[config.mk]
export PLATFORM = sky130hd
export DESIGN_NAME = le_address_modifier
export DESIGN_NICKNAME = d
export VERILOG_FILES = /design/src/le_addr_pkg.sv /design/src/le_xor_unit.sv /design/src/le_address_modifier.sv
export SDC_FILE = /design/constraint.sdc
export NUM_CORES = 1
export LEC_CHECK = 0
export BUFFER_PORTS_ARGS = -buffer_cell sky130_fd_sc_hd__buf_2
export CAP_MARGIN = 20
export CORE_AREA = 5 5 167 169
export DETAILED_ROUTE_END_ITERATION = 7
export DIE_AREA = 0 0 172 174
export GPL_TIMING_DRIVEN = 0
export PLACE_DENSITY_LB_ADDON = 0.12
export SLEW_MARGIN = 0
export SYNTH_ARGS = -nofsm -noshare
export SYNTH_HDL_FRONTEND = slang
export SYNTH_SLANG_ARGS = --single-unit
export TNS_END_PERCENT = 5
[constraint.sdc]
create_clock -name clk_i -period 4.7 [get_ports clk_i]
set_clock_uncertainty 0.15 [all_clocks]
set_input_delay 0.235 -clock clk_i [delete_from_list [all_inputs] [get_ports clk_i]]
set_output_delay 0.235 -clock clk_i [all_outputs]
set_load 0.01 [all_outputs]
[src/le_addr_pkg.sv]
// package: widths, encodings and constants for the little-endian address modifier
package le_addr_pkg;

    // ------------------------------------------------------------
    // widths
    // ------------------------------------------------------------
    localparam int ADDR_W = 32;
    localparam int LOW_W = 3;
    localparam int INSTR_BYTES = 4;

    // ------------------------------------------------------------
    // low-bit xor patterns and alignment masks per access width, reset values
    // ------------------------------------------------------------
    localparam logic [2:0] XOR_BYTE = 3'h7;
    localparam logic [2:0] XOR_HALF = 3'h6;
    localparam logic [2:0] XOR_WORD = 3'h4;
    localparam logic [2:0] XOR_DWORD = 3'h0;
    localparam logic [2:0] ALIGN_HALF = 3'h1;
    localparam logic [2:0] ALIGN_WORD = 3'h3;
    localparam logic [2:0] ALIGN_DWORD = 3'h7;
    localparam logic MODE_RESET = 1'b0;
    localparam logic [31:0] ADDR_RESET = 32'h0000_0000;

    typedef enum logic [1:0] {
        SIZE_BYTE,
        SIZE_HALF,
        SIZE_WORD,
        SIZE_DWORD
    } access_size_t;

    typedef enum logic [1:0] {
        KIND_SCALAR,
        KIND_STRING,
        KIND_MULTIPLE
    } access_kind_t;

    typedef struct packed {
        logic valid;
        logic write;
        access_size_t size;
        access_kind_t kind;
        logic [ADDR_W-1:0] effective_address;
    } data_req_t;

    typedef struct packed {
        logic valid;
        logic write;
        access_size_t size;
        logic [ADDR_W-1:0] addr;
    } mem_req_t;

endpackage

[src/le_xor_unit.sv]
// leaf: xor of the low effective address bits according to mode and width
`timescale 1ns/1ns
module le_xor_unit (
    input wire logic mode_i,
    input wire le_addr_pkg::access_size_t size_i,
    input wire logic [le_addr_pkg::ADDR_W-1:0] addr_i,
    output logic [le_addr_pkg::ADDR_W-1:0] addr_o
);
    import le_addr_pkg::*;

    logic [2:0] pattern;

    always_comb begin
        case (size_i)
            SIZE_BYTE: pattern = XOR_BYTE;
            SIZE_HALF: pattern = XOR_HALF;
            SIZE_WORD: pattern = XOR_WORD;
            SIZE_DWORD: pattern = XOR_DWORD;
            default: pattern = XOR_DWORD;
        endcase
    end

    // upper bits are wired straight through
    assign addr_o = {addr_i[ADDR_W-1:LOW_W], addr_i[LOW_W-1:0] ^ (mode_i ? pattern : 3'h0)};

endmodule // le_xor_unit

[src/le_address_modifier.sv]
// top: little-endian address modification for data accesses and instruction fetch
//
// Overview of operation
// - in little-endian mode, byte access addresses get low three bits inverted.
// - doubleword unchanged, word xor 100, halfword xor 110 in little-endian mode.
// - modified address goes to memory; data moves unswapped, at requested width.
// - xor only valid for aligned scalars; unaligned scalars raise alignment fault in little-endian mode.
// - string and multiple accesses raise alignment interrupt in little-endian mode.
// - instructions are one 32-bit word; address steps one word each.
// - in little-endian mode fetch address is xored with 100.
// - saved, link, branch addresses stay in program (little-endian) address space.
// - mode bit resets to big-endian; only privileged special write changes it.
`timescale 1ns/1ns
module le_address_modifier (
    input wire logic clk_i,
    input wire logic srst_i,
    // mode control
    input wire logic mode_wr_i,
    input wire logic mode_wr_priv_i,
    input wire logic mode_wr_data_i,
    output logic little_endian_mode_bit_o,
    // data side
    input wire le_addr_pkg::data_req_t data_req_i,
    output logic data_ready_o,
    input wire logic mem_ready_i,
    output le_addr_pkg::mem_req_t mem_req_o,
    output logic align_intr_o,
    // data transfer, width honoured, no byte reordering
    input wire logic [63:0] store_data_i,
    output logic [63:0] mem_wdata_o,
    input wire logic [63:0] mem_rdata_i,
    input wire logic mem_rvalid_i,
    output logic [63:0] load_data_o,
    output logic load_valid_o,
    // instruction side
    input wire logic fetch_next_i,
    input wire logic branch_i,
    input wire logic [le_addr_pkg::ADDR_W-1:0] branch_target_i,
    output logic [le_addr_pkg::ADDR_W-1:0] current_instr_address_o,
    output logic [le_addr_pkg::ADDR_W-1:0] fetch_addr_o
);
    import le_addr_pkg::*;

    // ------------------------------------------------------------
    // mode bit
    // ------------------------------------------------------------
    logic little_endian_mode_bit;

    always_ff @(posedge clk_i) begin
        if (srst_i) begin
            little_endian_mode_bit <= MODE_RESET;
        end else if (mode_wr_i && mode_wr_priv_i) begin
            little_endian_mode_bit <= mode_wr_data_i;
        end
    end

    assign little_endian_mode_bit_o = little_endian_mode_bit;

    // ------------------------------------------------------------
    // data request checking
    // ------------------------------------------------------------
    logic [2:0] align_mask;
    logic misaligned;
    logic nonscalar;
    logic fault;
    logic [ADDR_W-1:0] data_mod_addr;

    always_comb begin
        case (data_req_i.size)
            SIZE_BYTE: align_mask = 3'h0;
            SIZE_HALF: align_mask = ALIGN_HALF;
            SIZE_WORD: align_mask = ALIGN_WORD;
            SIZE_DWORD: align_mask = ALIGN_DWORD;
            default: align_mask = 3'h0;
        endcase
    end

    // unaligned support is optional; in little-endian mode this unit refuses them rather than mangle bytes
    assign misaligned = |(data_req_i.effective_address[2:0] & align_mask);
    assign nonscalar = (data_req_i.kind != KIND_SCALAR);
    assign fault = little_endian_mode_bit && (misaligned || nonscalar);

    le_xor_unit u_data_xor (
        .mode_i(little_endian_mode_bit),
        .size_i(data_req_i.size),
        .addr_i(data_req_i.effective_address),
        .addr_o(data_mod_addr)
    );

    // a faulting request is consumed at once; a good one waits only while an earlier request is stalled at memory
    assign data_ready_o = fault || !mem_req_o.valid || mem_ready_i;

    always_ff @(posedge clk_i) begin
        if (srst_i) begin
            mem_req_o <= '0;
            mem_wdata_o <= 64'h0;
        end else if (!mem_req_o.valid || mem_ready_i) begin
            mem_req_o.valid <= data_req_i.valid && !fault;
            mem_req_o.write <= data_req_i.write;
            mem_req_o.size <= data_req_i.size;
            mem_req_o.addr <= data_mod_addr;
            mem_wdata_o <= store_data_i;
        end
    end

    always_ff @(posedge clk_i) begin
        if (srst_i) begin
            align_intr_o <= 1'b0;
        end else begin
            align_intr_o <= data_req_i.valid && fault;
        end
    end

    always_ff @(posedge clk_i) begin
        if (srst_i) begin
            load_data_o <= 64'h0;
            load_valid_o <= 1'b0;
        end else begin
            load_valid_o <= mem_rvalid_i;
            if (mem_rvalid_i) begin
                load_data_o <= mem_rdata_i;
            end
        end
    end

    // ------------------------------------------------------------
    // instruction address
    // ------------------------------------------------------------
    // the program counter lives in the program's own address space, so saved,
    // link and branch addresses need no correction; only the fetch is xored
    logic [ADDR_W-1:0] current_instr_address;
    logic [ADDR_W-1:0] next_fetch_addr;

    always_ff @(posedge clk_i) begin
        if (srst_i) begin
            current_instr_address <= ADDR_RESET;
        end else if (branch_i) begin
            current_instr_address <= branch_target_i;
        end else if (fetch_next_i) begin
            current_instr_address <= current_instr_address + ADDR_W'(INSTR_BYTES);
        end
    end

    assign current_instr_address_o = current_instr_address;

    le_xor_unit u_fetch_xor (
        .mode_i(little_endian_mode_bit),
        .size_i(SIZE_WORD),
        .addr_i(current_instr_address),
        .addr_o(next_fetch_addr)
    );

    always_ff @(posedge clk_i) begin
        if (srst_i) begin
            fetch_addr_o <= ADDR_RESET;
        end else begin
            fetch_addr_o <= next_fetch_addr;
        end
    end

    // ------------------------------------------------------------
    // checks
    // ------------------------------------------------------------
    a_byte_xor_seven: assert property (@(posedge clk_i) disable iff (srst_i)
        (data_req_i.valid && data_ready_o && !fault && data_req_i.size == SIZE_BYTE && little_endian_mode_bit)
        |=> mem_req_o.addr[2:0] == ($past(data_req_i.effective_address[2:0]) ^ 3'h7))
        else $error("byte address not inverted");
    a_word_xor_four: assert property (@(posedge clk_i) disable iff (srst_i)
        (data_req_i.valid && data_ready_o && !fault && data_req_i.size == SIZE_WORD && little_endian_mode_bit)
        |=> mem_req_o.addr[2:0] == ($past(data_req_i.effective_address[2:0]) ^ 3'h4))
        else $error("word address xor wrong");
    a_half_xor_six: assert property (@(posedge clk_i) disable iff (srst_i)
        (data_req_i.valid && data_ready_o && !fault && data_req_i.size == SIZE_HALF && little_endian_mode_bit)
        |=> mem_req_o.addr[2:0] == ($past(data_req_i.effective_address[2:0]) ^ 3'h6))
        else $error("halfword address xor wrong");
    a_big_endian_pass: assert property (@(posedge clk_i) disable iff (srst_i)
        (data_req_i.valid && data_ready_o && !little_endian_mode_bit)
        |=> mem_req_o.valid && mem_req_o.addr == $past(data_req_i.effective_address))
        else $error("big-endian address altered");
    a_upper_bits_kept: assert property (@(posedge clk_i) disable iff (srst_i)
        (data_req_i.valid && data_ready_o && !fault)
        |=> mem_req_o.addr[ADDR_W-1:3] == $past(data_req_i.effective_address[ADDR_W-1:3]))
        else $error("upper address bits altered");
    a_nonscalar_fault: assert property (@(posedge clk_i) disable iff (srst_i)
        (data_req_i.valid && little_endian_mode_bit && data_req_i.kind != KIND_SCALAR)
        |=> align_intr_o && !(mem_req_o.valid && $changed(mem_req_o.addr) && mem_ready_i))
        else $error("string or multiple not trapped");
    a_pc_step_word: assert property (@(posedge clk_i) disable iff (srst_i)
        (fetch_next_i && !branch_i) |=> current_instr_address == $past(current_instr_address) + 32'h4)
        else $error("instruction address step wrong");
    a_fetch_xor_four: assert property (@(posedge clk_i) disable iff (srst_i)
        little_endian_mode_bit ##1 $stable(little_endian_mode_bit)
        |-> fetch_addr_o == ($past(current_instr_address) ^ 32'h4))
        else $error("fetch address xor wrong");
    a_mode_priv_only: assert property (@(posedge clk_i) disable iff (srst_i)
        !(mode_wr_i && mode_wr_priv_i) |=> $stable(little_endian_mode_bit))
        else $error("mode bit changed without privilege");

endmodule // le_address_modifier

# After elaboration in Yosys (flattened, before gate mapping)
# Cells that the tools add are included.
# totals
wordCells,38
out_inout_bits,232
in_bits,207
register_bits,231
# op_classes
add_sub_neg,1
n_mux,6
n_reduce_logical,14
eq_ne,3
bitwise,3
# ops
operator,n
$mux 32,2
$add 32x3->32 const B,1
$pmux 3 s4,2
$mux 3,2
$xor 3x3->3,2
$eq 2x2->1 const B,2
$logic_and 1x1->1,4
$logic_or 1x1->1,4
$reduce_bool 2->1,2
$and 3x3->3,1
$reduce_or 3->1,1
$eq 2x1->1 const B,1
$logic_not 1->1,2
$logic_not 2->1,1

# Longest topological paths before layout
# logic_depth
depth_word,8
depth_mapped,6
ltp_nobuf,5

# Modules after synthesis
# Synthesis repeated with hierarchy kept, for this count alone.
# hier_totals
cells_unflattened,1022
area_unflattened_um2,8993.6
# modules_own_cells
mod,area_each_um2,cells_each,seq_area_each_um2,n_inst
le_address_modifier,8453.1,952,4624.4,1
le_xor_unit,270.3,35,0.0,2

# Worst setup path before layout
# No wires, ideal clock.
# synth_timing
path_kind,register to register
startpoint,"register current_instr_address[2], in the netlist current_instr_address_o[2]"
endpoint,"register current_instr_address[22], in the netlist current_instr_address_o[22]"
path_buffers,1
stages_incl_launch_ff,7
synth_period_minus_slack_ns,2.267
path_slack_ns,2.433
arrival_time_ns,2.027
setup_time_ns,0.091
path_cell_list,dfxtp_1 ha_1 nand3_2 or3_1 buf_2 or4_1 a311oi_1
# synth_between
elab_chain_cells,3
# synth_rtl
element,line,source
start: declaration,le_address_modifier.sv:131,logic [ADDR_W-1:0] current_instr_address;
start signal: assignment,le_address_modifier.sv:138,current_instr_address <= branch_target_i;
start signal: assignment,le_address_modifier.sv:140,current_instr_address <= current_instr_address + ADDR_W'(INSTR_BYTES);
$add 32x3->32,le_address_modifier.sv:140,
$mux 32,le_address_modifier.sv:139,end else if (fetch_next_i) begin
$mux 32,le_address_modifier.sv:137,end else if (branch_i) begin
# No other way between the ends. The select of a mux whose other input is x is not followed.
# A chain may end at the register's enable or synchronous reset.

# Final worst setup path
# layout_timing
startpoint,register mem_req_o[35] (netlist bit)
endpoint,output data_ready_o
# layout_between
elab_chain_cells,3
# layout_rtl
element,line,source
start: declaration,le_address_modifier.sv:26,"output le_addr_pkg::mem_req_t mem_req_o,"
$logic_not 1->1,le_address_modifier.sv:91,assign data_ready_o = fault || !mem_req_o.valid || mem_ready_i;
$logic_or 1x1->1 (2 in a row),le_address_modifier.sv:91,
end: declaration,le_address_modifier.sv:24,"output logic data_ready_o,"
# No other way between the ends.

==> run metrics <==
outcome completed; Die Y 174 microns; main combinational cell family by area after synthesis simple AND/OR/NAND/NOR gates; initial drt markers between 300 and 400; min cycle time layout about 2.8 ns; P_leak 6.778 nW; Multi-input gate area between 3000 and 4000 sq um; CP max stage delay 0.43 ns; clk sinks 231; class of the worst hold path input pin to flip-flop; CTS tree yes; Combinational Power Share about 15%; Post-Synth Adder-Cell Area less than 1%; Slew Limit Fails 0; synth top area cells dfxtp_1, nand2_1, mux2i_1; worst-margin pin slew between 0.9 and 1 ns; sw frac around 25%; number of fill cells ~2500; core area between 20000 and 30000 sq um; post-synth cell types 38; peak supply drop approximately 0.00023 V; Detail Route Antenna Nets 0; fin nets approximately 1900; Max Cap Viol 0; Buffers on Ports about 440; Psw 1.242 mW; YS warnings 0; final non-filler cell area approximately 14000 sq um; Post-Syn Instances 979; Die Width 172 microns; P_int 3.680 mW; placed cell area roughly 11000 sq um; ys async rst share 0%; share of layout cells above drive strength 1 a little under a third; Num CTS Buffers 26; Reg clk slew, reported paths 0.06 ns; Finished Layout Cells about 2000; # setup viols final 0; syn nets between 1000 and 1500; PwrDens ~350 nW/um^2; Post-Synth Simple-Gate Area 20.50%; Critical Path Sink Type output pin; EDFF count, synth 0; register area share after synthesis a little over half; register share of total power between 40% and 50%; Crit path arrival time ~2.5 ns; FF+latch area between 4000 and 5000 sq um; clock share of power around two fifths; CTS resizes 0; largest net degree at the start of global routing 13; relative slew slack 33.70%; startpoint types flip-flop; area grow syn2layout 63.47%; Synth Flop Type dfxtp_1; maximum fanout along the worst path 10; Post-CTS Setup Repair Bufs 0; post-DP HPWL around 25 mm; post-synthesis instance area 8645 sq um; Final Hold Slack between 0.05 and 0.06 ns; initial antenna violation count 1; post-synthesis mux area share about 7.8%; fin crit share 60.56%; Max Root-Sink Buffers 3; vias after detailed routing slightly above 9000; Crit-path slowest cell buf_1; RSZ-0062 raised after global routing false; GR Util All Layers between 20% and 30%; DRT Wirelength roughly 34 mm; CTS root buf clkbuf_16; synthesis-stage register bit count around 230; most used cell, CP clkbuf_1; routed vias/inst 4.624; die area about 30000 sq um; drt first pass iters 4; DRC errors left 0; Req. time, crit path ~4.3 ns; area leader, netlist dfxtp_1; I/O pin total roughly 440; area share of the largest cell type after synthesis a little over half; GP Congestion roughly 0.82; Final Core Density a little over half; row count 60; Initial Util between 30% and 40%; grt ovf 0; CP Class flip-flop to output pin; H-tree Lvls 1; final hold violations 0; TNS Setup 0 ns; first-pass GRT wire length between 50 and 60 mm; Placed Cells roughly 1800; vias in the first global route 9376; Fmax roughly 350 MHz; Post-Synth XOR/XNOR Area 1.722%; crit-path cells nor2b_1, clkbuf_1, clkbuf_1, buf_1, nand2_1, buf_2; Clock Latency Late Sink approximately 0.52 ns; post-synthesis compound-gate area fraction about a tenth; post-synthesis area per instance around 8.8 sq um; DR WL/cell approximately 17 microns
## area by class of cell
class                      count  share of cell area, %
antenna                        2                0.03542
tap                          341                  3.019
timing repair buffer         636                  29.64
clock buffer                  40                  5.693
buffer                        97                  3.427
multi-input combinational    642                  24.78
sequential                   231                  32.73
clock inverter                 6                 0.4339
inverter                       9                 0.2391
## cells in the final DEF, fill, tap and decap left out, drive strengths merged, types with 10 or more instances in the layout
master	count
a211oi	14
a21oi	103
a311oi	13
buf	484
clkbuf	88
dfxtp	231
dlygate4sd3	201
mux2i	67
nand2	211
nand3	10
nor2	101
nor2b	29
xnor2	13
## state kept, by name, indices dropped and copies added (netlist names)
| name | count |
|---|---|
| load_data_o | 64 |
| fetch_addr_o | 32 |
| current_instr_address_o | 32 |
| little_endian_mode_bit_o | 1 |
| mem_req_o | 36 |
| load_valid_o | 1 |
| mem_wdata_o | 64 |
| align_intr_o | 1 |
## kinds of logic (layout without fill, tap and decap cells)
family / after synthesis / in the layout
compound gates: 153 / 153
simple gates: 404 / 404
mux: 67 / 67
xor+xnor: 17 / 17
fa+ha+maj: 1 / 1
buf+inv: 106 / 788
other cells: 0 / 2
flops: 231 / 231
## power by group through the flow
stage                     Combinational (mW)  Clock (mW)  Sequential (mW)
after global routing                   0.796        2.18             2.18
after CTS                              0.732        2.09             2.16
after floorplan                        0.249           0             2.24
after detailed placement               0.593           0             2.20
after global placement                 0.590           0             2.20
final                                  0.728        2.03             2.16
## worst max-delay path: cells and delay by family, from the launching register on
family	cells	cell delay [ns]
buffers and inverters	4	1.36
DFF	1	0.34
and+or+nand+nor	2	0.23
## synthesized netlist by cell type, types with 2 or more instances
cell / n
a2111oi_0: 3
a211oi_1: 14
a21oi_1: 103
a311oi_1: 13
and3_1: 2
and4_1: 5
buf_1: 15
buf_2: 3
buf_4: 31
clkbuf_1: 48
dfxtp_1: 231
inv_1: 9
mux2i_1: 67
nand2_1: 211
nand2b_1: 2
nand3_1: 9
nand3b_1: 2
nand4_1: 7
nand4_2: 2
nor2_1: 101
nor2b_1: 29
nor3_1: 6
nor4_1: 9
o211ai_1: 2
o21ai_0: 6
o22a_1: 2
o31ai_1: 7
or3_1: 7
or4_1: 9
xnor2_1: 13
xor2_1: 4
## worst paths after layout
check	startpoint	end	slack (ns)	cells after the start
max	mem_req_o[35]	data_ready_o	1.85	6
min	branch_i	current_instr_address_o[28]	0.05	3
max reg2reg	current_instr_address_o[3]	current_instr_address_o[24]	2.22	6
min reg2reg	mem_req_o[18]	mem_req_o[18]	0.29	2
## metrics by stage
stage,power [mW],worst slack (ns)
2_1_floorplan,2.488,2.433
3_3_place_gp,2.787,2.242
3_5_place_dp,2.792,2.214
4_1_cts,4.983,1.796
5_1_grt,5.148,1.705
6_report,4.923,1.854
## per-layer routing
metal / wire length (microns) / up-vias / track usage (%)
met2: 16280 / 360 / 36.14
met1: 13350 / 4267 / 25.30
li1: - / 4569 / -
met4: 989 / 0 / 6.715
met3: 2946 / 70 / 6.322
met5: 0 / - / 0
## what timing repair did
item,4_1_cts,5_1_grt
hold buffers,201,0
endpoints found under the setup margin,0,0
hold endpoints to repair,198,0
No activity file was read; power rests on OpenSTA's default activity.
